==> src/shared/cso_defines.vh <==
// register map, reset values and timing constants for the settle/shift block
`ifndef CSO_DEFINES_VH
`define CSO_DEFINES_VH

// register offsets on the register port
`define CSO_ADDR_RESULT0     8'h00
`define CSO_ADDR_RESULT1     8'h02
`define CSO_ADDR_RESULT2     8'h04
`define CSO_ADDR_RESULT3     8'h06
`define CSO_ADDR_SHIFT2      8'h0e
`define CSO_ADDR_SHIFT3      8'h0f
`define CSO_ADDR_SETTLE0     8'h10
`define CSO_ADDR_SETTLE1     8'h11
`define CSO_ADDR_SETTLE2     8'h12
`define CSO_ADDR_SETTLE3     8'h13
`define CSO_ADDR_DIV0        8'h14
`define CSO_ADDR_DIV1        8'h15
`define CSO_ADDR_DIV2        8'h16
`define CSO_ADDR_DIV3        8'h17

// reset values
`define CSO_RST_SHIFT        16'h0000
`define CSO_RST_SETTLE       16'h0000
`define CSO_RST_DIV          16'h0000
`define CSO_RST_RESULT       12'h000

// field layout
`define CSO_DIV_MSB          9
`define CSO_DIV_LSB          0
`define CSO_AE_BIT           12
`define CSO_RES_MSB          11
`define CSO_RES_DROP         4

// settling interval
`define CSO_SETTLE_SMALL_MAX 16'h0001
`define CSO_SETTLE_MIN_TICKS 20'h00020
`define CSO_SETTLE_MULT_PAD  4'h0

`endif

==> src/rtl/cso_settle_core.v <==
// channel settling timers, frequency shift registers and result flags
// Function
// - channel 2 shift register: 16-bit, read/write, resets to zero, subtracted from channel 2 measurement words.
// - channel 3 shift register: 16-bit, read/write, resets to zero, subtracted from channel 3 measurement words.
// - wait the programmed settling interval before a channel conversion starts.
// - unsettled amplitude at conversion start raises amplitude error when reporting enabled.
// - settle count zero or one gives 32 reference periods.
// - settle count two and above gives count times 16 reference periods.
// - each settle count is 16-bit read/write, bits 15:0, reset zero.
// - reference frequency is input clock over the nonzero 10-bit divider.
// - amplitude error shows read-only in result register, cleared by host read.
`timescale 1ns/1ps
`include "cso_defines.vh"

module cso_settle_core (
  input  wire        ref_clk,
  input  wire        srst,
  input  wire [7:0]  regAddr,
  input  wire [15:0] regWrData,
  input  wire        regWrEn,
  input  wire        regRdEn,
  output reg  [15:0] regRdData,
  output reg         regRdValid,
  input  wire [3:0]  convReq,
  input  wire [3:0]  ampSettled,
  input  wire        ampErrReportEn,
  input  wire        measValid,
  input  wire [1:0]  measChan,
  input  wire [15:0] measWord,
  output wire [3:0]  settleBusy,
  output wire [3:0]  convStart
);

  // configuration registers
  reg  [15:0] chan2FreqShift_q;
  reg  [15:0] chan3FreqShift_q;
  reg  [15:0] chan0SettleInterval_q;
  reg  [15:0] chan1SettleInterval_q;
  reg  [15:0] chan2SettleInterval_q;
  reg  [15:0] chan3SettleInterval_q;
  reg  [15:0] chan0ReferenceDivider_q;
  reg  [15:0] chan1ReferenceDivider_q;
  reg  [15:0] chan2ReferenceDivider_q;
  reg  [15:0] chan3ReferenceDivider_q;

  // result and flag state
  reg  [11:0] result0_q;
  reg  [11:0] result1_q;
  reg  [11:0] result2_q;
  reg  [11:0] result3_q;
  reg  [3:0]  ampFault_q;
  reg  [3:0]  ampFault_d;

  // combinational helpers
  reg  [15:0] rdMux;
  reg  [3:0]  rdClear;
  reg  [15:0] selShift;
  reg  [15:0] shiftedWord;
  wire [3:0]  aeSet;

  // register writes
  always @(posedge ref_clk) begin
    if (srst) begin
      chan2FreqShift_q        <= `CSO_RST_SHIFT;
      chan3FreqShift_q        <= `CSO_RST_SHIFT;
      chan0SettleInterval_q   <= `CSO_RST_SETTLE;
      chan1SettleInterval_q   <= `CSO_RST_SETTLE;
      chan2SettleInterval_q   <= `CSO_RST_SETTLE;
      chan3SettleInterval_q   <= `CSO_RST_SETTLE;
      chan0ReferenceDivider_q <= `CSO_RST_DIV;
      chan1ReferenceDivider_q <= `CSO_RST_DIV;
      chan2ReferenceDivider_q <= `CSO_RST_DIV;
      chan3ReferenceDivider_q <= `CSO_RST_DIV;
    end else if (regWrEn) begin
      case (regAddr)
        `CSO_ADDR_SHIFT2: begin
          chan2FreqShift_q <= regWrData;
        end
        `CSO_ADDR_SHIFT3: begin
          chan3FreqShift_q <= regWrData;
        end
        `CSO_ADDR_SETTLE0: begin
          chan0SettleInterval_q <= regWrData;
        end
        `CSO_ADDR_SETTLE1: begin
          chan1SettleInterval_q <= regWrData;
        end
        `CSO_ADDR_SETTLE2: begin
          chan2SettleInterval_q <= regWrData;
        end
        `CSO_ADDR_SETTLE3: begin
          chan3SettleInterval_q <= regWrData;
        end
        `CSO_ADDR_DIV0: begin
          chan0ReferenceDivider_q <= regWrData;
        end
        `CSO_ADDR_DIV1: begin
          chan1ReferenceDivider_q <= regWrData;
        end
        `CSO_ADDR_DIV2: begin
          chan2ReferenceDivider_q <= regWrData;
        end
        `CSO_ADDR_DIV3: begin
          chan3ReferenceDivider_q <= regWrData;
        end
        default: begin
          // result registers are read-only; other offsets ignore writes
        end
      endcase
    end
  end

  // one settling timer per channel
  cso_settle_timer uTimer0 (
    .ref_clk     (ref_clk),
    .srst        (srst),
    .startReq    (convReq[0]),
    .refDiv      (chan0ReferenceDivider_q[`CSO_DIV_MSB:`CSO_DIV_LSB]),
    .settleCount (chan0SettleInterval_q),
    .busy        (settleBusy[0]),
    .done        (convStart[0])
  );

  cso_settle_timer uTimer1 (
    .ref_clk     (ref_clk),
    .srst        (srst),
    .startReq    (convReq[1]),
    .refDiv      (chan1ReferenceDivider_q[`CSO_DIV_MSB:`CSO_DIV_LSB]),
    .settleCount (chan1SettleInterval_q),
    .busy        (settleBusy[1]),
    .done        (convStart[1])
  );

  cso_settle_timer uTimer2 (
    .ref_clk     (ref_clk),
    .srst        (srst),
    .startReq    (convReq[2]),
    .refDiv      (chan2ReferenceDivider_q[`CSO_DIV_MSB:`CSO_DIV_LSB]),
    .settleCount (chan2SettleInterval_q),
    .busy        (settleBusy[2]),
    .done        (convStart[2])
  );

  cso_settle_timer uTimer3 (
    .ref_clk     (ref_clk),
    .srst        (srst),
    .startReq    (convReq[3]),
    .refDiv      (chan3ReferenceDivider_q[`CSO_DIV_MSB:`CSO_DIV_LSB]),
    .settleCount (chan3SettleInterval_q),
    .busy        (settleBusy[3]),
    .done        (convStart[3])
  );

  // amplitude sampled in the very cycle the conversion begins
  assign aeSet = convStart & ~ampSettled & {4{ampErrReportEn}};

  // read mux and read-side clears
  always @* begin
    rdMux   = 16'h0000;
    rdClear = 4'h0;
    case (regAddr)
      `CSO_ADDR_RESULT0: begin
        rdMux      = {3'h0, ampFault_q[0], result0_q};
        rdClear[0] = 1'b1;
      end
      `CSO_ADDR_RESULT1: begin
        rdMux      = {3'h0, ampFault_q[1], result1_q};
        rdClear[1] = 1'b1;
      end
      `CSO_ADDR_RESULT2: begin
        rdMux      = {3'h0, ampFault_q[2], result2_q};
        rdClear[2] = 1'b1;
      end
      `CSO_ADDR_RESULT3: begin
        rdMux      = {3'h0, ampFault_q[3], result3_q};
        rdClear[3] = 1'b1;
      end
      `CSO_ADDR_SHIFT2: begin
        rdMux = chan2FreqShift_q;
      end
      `CSO_ADDR_SHIFT3: begin
        rdMux = chan3FreqShift_q;
      end
      `CSO_ADDR_SETTLE0: begin
        rdMux = chan0SettleInterval_q;
      end
      `CSO_ADDR_SETTLE1: begin
        rdMux = chan1SettleInterval_q;
      end
      `CSO_ADDR_SETTLE2: begin
        rdMux = chan2SettleInterval_q;
      end
      `CSO_ADDR_SETTLE3: begin
        rdMux = chan3SettleInterval_q;
      end
      `CSO_ADDR_DIV0: begin
        rdMux = chan0ReferenceDivider_q;
      end
      `CSO_ADDR_DIV1: begin
        rdMux = chan1ReferenceDivider_q;
      end
      `CSO_ADDR_DIV2: begin
        rdMux = chan2ReferenceDivider_q;
      end
      `CSO_ADDR_DIV3: begin
        rdMux = chan3ReferenceDivider_q;
      end
      default: begin
        rdMux = 16'h0000;
      end
    endcase
  end

  // set beats read-clear so a fault landing on the read is kept
  always @* begin
    ampFault_d = ampFault_q;
    if (regRdEn) begin
      ampFault_d = ampFault_d & ~rdClear;
    end
    ampFault_d = ampFault_d | aeSet;
  end

  always @(posedge ref_clk) begin
    if (srst) begin
      ampFault_q <= 4'h0;
      regRdData  <= 16'h0000;
      regRdValid <= 1'b0;
    end else begin
      ampFault_q <= ampFault_d;
      regRdValid <= regRdEn;
      if (regRdEn) begin
        regRdData <= rdMux;
      end
    end
  end

  // shift applies to channels 2 and 3; channels 0 and 1 use none here
  always @* begin
    selShift = 16'h0000;
    case (measChan)
      2'h2: begin
        selShift = chan2FreqShift_q;
      end
      2'h3: begin
        selShift = chan3FreqShift_q;
      end
      default: begin
        selShift = 16'h0000;
      end
    endcase
    // clamp at zero rather than wrap a below-shift reading to full scale
    if (measWord >= selShift) begin
      shiftedWord = measWord - selShift;
    end else begin
      shiftedWord = 16'h0000;
    end
  end

  // results keep the upper 12 bits of the shifted word
  always @(posedge ref_clk) begin
    if (srst) begin
      result0_q <= `CSO_RST_RESULT;
      result1_q <= `CSO_RST_RESULT;
      result2_q <= `CSO_RST_RESULT;
      result3_q <= `CSO_RST_RESULT;
    end else if (measValid) begin
      case (measChan)
        2'h0: begin
          result0_q <= shiftedWord[15:`CSO_RES_DROP];
        end
        2'h1: begin
          result1_q <= shiftedWord[15:`CSO_RES_DROP];
        end
        2'h2: begin
          result2_q <= shiftedWord[15:`CSO_RES_DROP];
        end
        default: begin
          result3_q <= shiftedWord[15:`CSO_RES_DROP];
        end
      endcase
    end
  end

endmodule

==> src/rtl/cso_settle_timer.v <==
// per-channel reference tick divider and settling interval counter
`timescale 1ns/1ps
`include "cso_defines.vh"

module cso_settle_timer (
  input  wire        ref_clk,
  input  wire        srst,
  input  wire        startReq,
  input  wire [9:0]  refDiv,
  input  wire [15:0] settleCount,
  output wire        busy,
  output wire        done
);

  reg  [9:0]  divCnt_q;
  reg  [19:0] tickCnt_q;
  reg         busy_q;
  reg         done_q;
  wire [9:0]  effDiv;
  wire        refTick;
  wire [19:0] target;

  // divider of zero is not allowed; treat it as one so the timer never hangs
  assign effDiv = (refDiv == 10'h000) ? 10'h001 : refDiv;
  assign refTick = (divCnt_q == (effDiv - 10'h001));

  assign target = (settleCount <= `CSO_SETTLE_SMALL_MAX) ?
                  `CSO_SETTLE_MIN_TICKS :
                  {settleCount, `CSO_SETTLE_MULT_PAD};

  always @(posedge ref_clk) begin
    if (srst) begin
      divCnt_q  <= 10'h000;
      tickCnt_q <= 20'h00000;
      busy_q    <= 1'b0;
      done_q    <= 1'b0;
    end else begin
      done_q <= 1'b0;
      if (startReq) begin
        // a new request restarts the interval from the latest settings
        divCnt_q  <= 10'h000;
        tickCnt_q <= target;
        busy_q    <= 1'b1;
      end else if (busy_q) begin
        if (refTick) begin
          divCnt_q <= 10'h000;
          if (tickCnt_q == 20'h00001) begin
            busy_q <= 1'b0;
            done_q <= 1'b1;
          end
          tickCnt_q <= tickCnt_q - 20'h00001;
        end else begin
          divCnt_q <= divCnt_q + 10'h001;
        end
      end
    end
  end

  assign busy = busy_q;
  assign done = done_q;

endmodule

==> config.mk <==
export PLATFORM = sky130hd
export DESIGN_NAME = cso_settle_core
export DESIGN_NICKNAME = d
export VERILOG_FILES = /design/src/rtl/cso_settle_core.v /design/src/rtl/cso_settle_timer.v
export VERILOG_INCLUDE_DIRS = /design/src /design/src/shared
export SDC_FILE = /design/constraint.sdc
export NUM_CORES = 1
export LEC_CHECK = 0
export BUFFER_PORTS_ARGS = -buffer_cell sky130_fd_sc_hd__buf_2
export CAP_MARGIN = 20
export CORE_UTILIZATION = 55
export CTS_BUF_LIST = sky130_fd_sc_hd__clkbuf_8
export DETAILED_ROUTE_END_ITERATION = 10
export PLACE_DENSITY_LB_ADDON = 0.25
export SYNTH_ARGS = -nofsm -noshare
export SYNTH_HDL_FRONTEND = slang
export SYNTH_HIERARCHICAL = 1
export SYNTH_SLANG_ARGS = --single-unit
==> constraint.sdc <==
create_clock -name ref_clk -period 3.15 [get_ports ref_clk]
set_input_delay 0.4725 -clock ref_clk [delete_from_list [all_inputs] [get_ports ref_clk]]
set_output_delay 0.4725 -clock ref_clk [all_outputs]
set_load 0.02 [all_outputs]
* Yosys cells after proc, flatten, opt, wreduce, memory -nomap -nowiden *
Cells that the tools add are included.

cells by class
  reduce and logical (&&, ||, !) cells = 41
  add/subtract/negate cells = 13
  bitwise logic cells = 15
  equality and inequality tests = 24
  magnitude comparators = 5
  mux-type cells = 52

operators by type and width
  kind                                                              number
  two-way mux 20 bit                                                16
  one-hot mux 16 bit (14 select lines)                              1
  equality test 20 x 1 -> 1 bit (second input constant)             4
  two-way mux 10 bit                                                8
  subtractor 20 x 1 -> 20 bit (second input constant)               4
  equality test 8 x 5 -> 1 bit (second input constant)              8
  less-or-equal comparator 16 x 1 -> 1 bit (second input constant)  4
  adder 10 x 1 -> 10 bit (second input constant)                    4
  equality test 10 bit                                              4
  logical NOT 10 bit                                                4
  subtractor 10 x 1 -> 10 bit (second input constant)               4
  AND reduction 2 bit                                               18
  one-hot mux 16 bit (2 select lines)                               1
  two-way mux 1 bit                                                 24
  equality test 8 x 3 -> 1 bit (second input constant)              2
  equality test 8 x 4 -> 1 bit (second input constant)              2
  >= comparator 16 bit                                              1
  two-way mux 16 bit                                                1
  nonzero test 2 bit                                                8
  OR reduction 4 bit                                                4
  subtractor 16 bit                                                 1
  AND 4 bit                                                         3
  inverter 1 bit                                                    9
  equality test 8 x 2 -> 1 bit (second input constant)              1
  other kinds (9)                                                   14

word-level totals
  bits in registers = 357
  bits of input ports = 56
  output and inout port bits = 25
  logic and storage cells = 183

* Longest topological paths before layout *
  depth after elaboration = 7
  depth in mapped cells = 13

* By module *
Netlist, hierarchy kept.

by module, submodules not included
  module                           sequential area each (µm²)  area an instance (µm²)  times used  cells an instance
  cso_settle_core                  4584.4                      11315.9                 1           1435
  cso_settle_timer at uTimer0 ...  640.6                       2232.1                  2           276
  cso_settle_timer at uTimer3      640.6                       2184.6                  1           277
  cso_settle_timer at uTimer2      640.6                       2125.8                  1           271

* Worst setup path before layout *
Ideal clock, no wire load.

  kind = flip-flop to flip-flop
  start point = reg chan3ReferenceDivider_q[3]
  end point = reg uTimer3.tickCnt_q[14]
  path slack = -0.252 ns
  arrival time = 3.311 ns
  cell stages (with the launch flop) = 12
  period minus slack after synthesis = 3.402 ns
  path through = dfxtp_1 > nor4_1 > and2_1 > a21oi_1 > ha_1 > xnor2_1 > a221oi_1 > o311ai_0 > nor4_4 > nand3_2 > or4_1 > a311oi_1

on the way
  cells in the longest elaborated chain, start to end = 6

RTL lines
  element                            line                   source
  from (decl)                        cso_settle_core.v:44   reg [15:0] chan3ReferenceDivider_q;
  from (signal assigned)             cso_settle_core.v:73   chan3ReferenceDivider_q <= `CSO_RST_DIV;
  from (signal assigned)             cso_settle_core.v:104  chan3ReferenceDivider_q <= regWrData;
  logical NOT 10 bit                 cso_settle_timer.v:24  assign effDiv = (refDiv == 10'h000) ? 10'h001 : refDiv;
  two-way mux 10 bit (*)             cso_settle_timer.v:24
  subtractor 10 x 1 -> 10 bit (*)    cso_settle_timer.v:25  assign refTick = (divCnt_q == (effDiv - 10'h001));
  equality test 10 bit (*)           cso_settle_timer.v:25
  nonzero test 2 bit (no line) (*)   n/a
  AND reduction 2 bit (no line) (*)  n/a
  to (signal assigned)               cso_settle_timer.v:42  tickCnt_q <= target;
  to (signal assigned)               cso_settle_timer.v:51  tickCnt_q <= tickCnt_q - 20'h00001;
  to (decl)                          cso_settle_timer.v:16  reg [19:0] tickCnt_q;

Mark *: on every way between the ends. The rest lies on a longest branch, timed or not.
A chain may end at the register's enable or synchronous reset.

* Worst setup path in the final report *
  start point = reg chan1ReferenceDivider_q[4]
  end point = reg uTimer1.tickCnt_q[10]

on the way
  cells in the longest elaborated chain, start to end = 6

RTL lines
  element                            line                   source
  from (decl)                        cso_settle_core.v:42   reg [15:0] chan1ReferenceDivider_q;
  from (signal assigned)             cso_settle_core.v:71   chan1ReferenceDivider_q <= `CSO_RST_DIV;
  from (signal assigned)             cso_settle_core.v:98   chan1ReferenceDivider_q <= regWrData;
  logical NOT 10 bit                 cso_settle_timer.v:24
  two-way mux 10 bit (*)             cso_settle_timer.v:24
  subtractor 10 x 1 -> 10 bit (*)    cso_settle_timer.v:25
  equality test 10 bit (*)           cso_settle_timer.v:25
  nonzero test 2 bit (no line) (*)   n/a
  AND reduction 2 bit (no line) (*)  n/a
  to (signal assigned)               cso_settle_timer.v:42
  to (signal assigned)               cso_settle_timer.v:51
  to (decl)                          cso_settle_timer.v:16

Marked as above.

==> impl_metrics.tcl <==
set metrics [dict create \
    dr.pass1.iters 9 \
    finalNetCount 2798 \
    power_frac_clock_pct 43.2 \
    startpoint_type "register" \
    grt_pass1_wl_um 107000 \
    cp.buffers_inverters 0 \
    synth_fp_nets 2623 \
    maxCapViolations 0 \
    drt_iter0_drc 2333 \
    final_common_cell "nand2_1" \
    final_cells 3215 \
    holdPathStages 4 \
    area_growth_pct 17.2 \
    grt-ovfl-total 0 \
    via_per_inst 6.54 \
    violations "design-rule violations, negative setup slack" \
    portBuffers 80 \
    antenna_found_initial 2 \
    final_cell_mix "nand2_1 (394), dfxtp_1 (351), a21oi_1 (221)" \
    wl_um 70700 \
    leakage_nw 8.75 \
    endpoint_kind "register" \
    path_cells "or4_4 -> nor3_4 -> nor2_1 -> ha_1 -> xor2_1 -> o211ai_1 -> a2111oi_4 -> o211a_1 -> nand4_1 -> or4_4 -> a311oi_2" \
    clk_pin_slew_worst_paths_ps 70 \
    rows 69 \
    powerDensity_nw_per_um2 453 \
    ys_types 105 \
    netlist_instances 2535 \
    synth_mux_area_share_pct 3.46 \
    drc 4 \
    drtAntennaViolNets 0 \
    cts_made_buffers 61 \
    place_area_um2 21600 \
    die_area_um2 37300 \
    final_layout_size_suffix_gt1_share_pct 20.1 \
    synth_xor_area_share_pct 3.36 \
    synth-edff-count 0 \
    finalClockSkew_ps 24.7 \
    grt_pass1_vias 19065 \
    arrival_ps 4080 \
    criticalPathCategory "register to register" \
    rsz0062_at_grt "true" \
    initial_core_util_pct 56.2 \
    syn_area_per_cell_um2 7.93 \
    wl_per_cell_um 22.0 \
    dr_total_vias 21033 \
    seqPwrFrac_pct 44.1 \
    synth_compound_area_share_pct 21.2 \
    synth_ff_type "dfxtp_1" \
    clk_latency_ps 680 \
    tritoncts "built" \
    placed_cells 3075 \
    synth-seq-area-share_pct 35.6 \
    place_hpwl_um 49400 \
    nFillCells 3047 \
    required_ps 3730 \
    place.gp.congestion 1.01 \
    cts_root_buffer "clkbuf_8" \
    hold_class "primary input to register" \
    cts_buffer_depth 3 \
    slowest_delay_ps 560 \
    finalCriticalPeriod_ps 3500 \
    post-route-cell-area_um2 23600 \
    synth_seq_cells 357 \
    maxSlewViolCount 0 \
    die_w_um 193 \
    h-tree-depth 2 \
    power.switching_mw 2.95 \
    grt_max_degree 60 \
    cp_common_cell "or4_4" \
    setup_viol 50 \
    cp_max_fo 5 \
    synth-simple-area-share_pct 29.0 \
    ioPinCount 81 \
    coreArea_um2 35700 \
    status "complete, but fails checks" \
    cts.sinks 357 \
    tightestPinTransition_ps 928 \
    period_share_pct 111 \
    synthArstFlopShare_pct 0 \
    synth_top_family_by_area "simple AND/OR/NAND/NOR gates" \
    ir_drop_mv 0.400 \
    synth_area_um2 20100 \
    grt_usage_pct 36.8 \
    switching_share_pct 27.7 \
    final.setup.worst_slack_ps -350 \
    crit_slowest_cell "or4_4" \
    hold_violations 0 \
    pwr-share-comb_pct 12.7 \
    pre_cts_ws_ps -320 \
    die_h_um 193 \
    intPower_mw 7.71 \
    r2r_cells 11 \
    yosysWarningCount 6 \
    critical-path-top-delay-family "simple AND/OR/NAND/NOR gates" \
    clock.fmax_mhz 286 \
    max_slew_margin_pct 37.9 \
    crit_cells 11 \
    synthAdderAreaFrac_pct 1.99 \
]
## per-layer routing
metal  track usage, %  vias to the layer above  part of all wire (%)
met3             6.30                      249                   9.7
met1             49.5                     9973                    41
met5                0                        -                 0.011
li1                 -                     9611                     -
met4             19.1                        2                   5.5
met2             56.4                     1198                    44
## power by group through the flow
stage / clock [mW] / sequential, mW / combinational (mW)
global route: 4.84 / 4.71 / 1.44
finish: 4.61 / 4.70 / 1.36
CTS: 4.62 / 4.69 / 1.25
global placement: 0 / 4.79 / 1.17
detailed placement: 0 / 4.79 / 1.20
floorplan: 0 / 4.77 / 0.809
## cells by family after synthesis
family	Yosys count
adders and majority gates	32
xor gates and xnor gates	77
AOI/OAI and AO/OA	635
DFF	357
buffers and inverters	229
and+or+nand+nor	1142
muxes	63
## stage by stage
step                      total power, mW  setup TNS [ps]  hold WS, ps  util, %
after floorplan                      5.58            -445          433        -
after global placement               5.96           -1430          442     60.3
after detailed placement             5.99           -4570          449     60.3
after CTS                            10.6           -2570          121     64.8
after global routing                 11.0          -14620          175     65.9
final                                10.7           -7410          146     65.9
## cells in the mapped netlist, types with 11 or more instances
cell type | instances | area [um2]
dfxtp_1 | 357 | 7150
a21oi_1 | 226 | 1130
nor2_1 | 187 | 702
xnor2_1 | 29 | 254
o21ai_1 | 14 | 70.1
buf_4 | 15 | 113
mux2_2 | 22 | 248
nand4_1 | 46 | 288
ha_1 | 32 | 400
and3_1 | 22 | 138
nor4_1 | 34 | 213
a31oi_1 | 21 | 131
nand3_1 | 179 | 896
buf_2 | 34 | 170
a311oi_1 | 24 | 210
a211oi_1 | 28 | 210
nand3b_1 | 17 | 128
nand2_1 | 396 | 1490
mux2i_1 | 38 | 380
or4_1 | 36 | 270
or3_1 | 17 | 106
nor3_1 | 54 | 270
clkbuf_1 | 98 | 368
o21ai_0 | 80 | 400
nor2b_1 | 21 | 131
nand4b_1 | 12 | 105
o211ai_1 | 20 | 150
or2_2 | 14 | 87.6
inv_1 | 56 | 210
a22o_1 | 12 | 105
nand2b_1 | 19 | 119
a22oi_1 | 28 | 210
nand2_2 | 11 | 68.8
xor2_1 | 48 | 420
a21oi_2 | 11 | 96.3
o31ai_1 | 27 | 203
a221oi_1 | 18 | 158
## path summary, 6_finish.rpt
path,end,slack (ps),start
setup / recovery,uTimer1/tickCnt_q[10],-350,chan1ReferenceDivider_q[4]
hold / removal,ampFault_q[1],150,ampSettled[1]
hold reg to reg,result0_q[0],450,result0_q[0]
setup reg to reg,uTimer1/tickCnt_q[10],-350,chan1ReferenceDivider_q[4]
## cell type report
type | count | area, um2 | share of cell area (%)
multi-input combinational | 1950 | 12200 | 52.0
inverter | 60 | 225 | 0.956
antenna | 1 | 2.50 | 0.0106
tap | 461 | 577 | 2.45
sequential | 357 | 7150 | 30.4
timing repair buffer | 280 | 2020 | 8.57
clock inverter | 24 | 204 | 0.866
clock buffer | 82 | 1130 | 4.79
## flip-flops by register name, summed over array words and instances, names as in the netlist, 20 cells and up
register           count
uTimer2/tickCnt_q     20
uTimer3/tickCnt_q     20
uTimer0/tickCnt_q     20
uTimer1/tickCnt_q     20
## worst min-delay path, delay by kind of cell
kind	cells	cell delay, ps
compound gates	1	90
simple gates	1	80
buf+inv	2	130
## what timing repair did
item,in CTS,in global routing
setup buffers,16,14
cloned,3,1
gates resized for setup,28,65
setup endpoints to repair,48,83
pin swaps,50,32
hold buffers,0,0
Note: power is estimated with default switching activity, not from simulation.
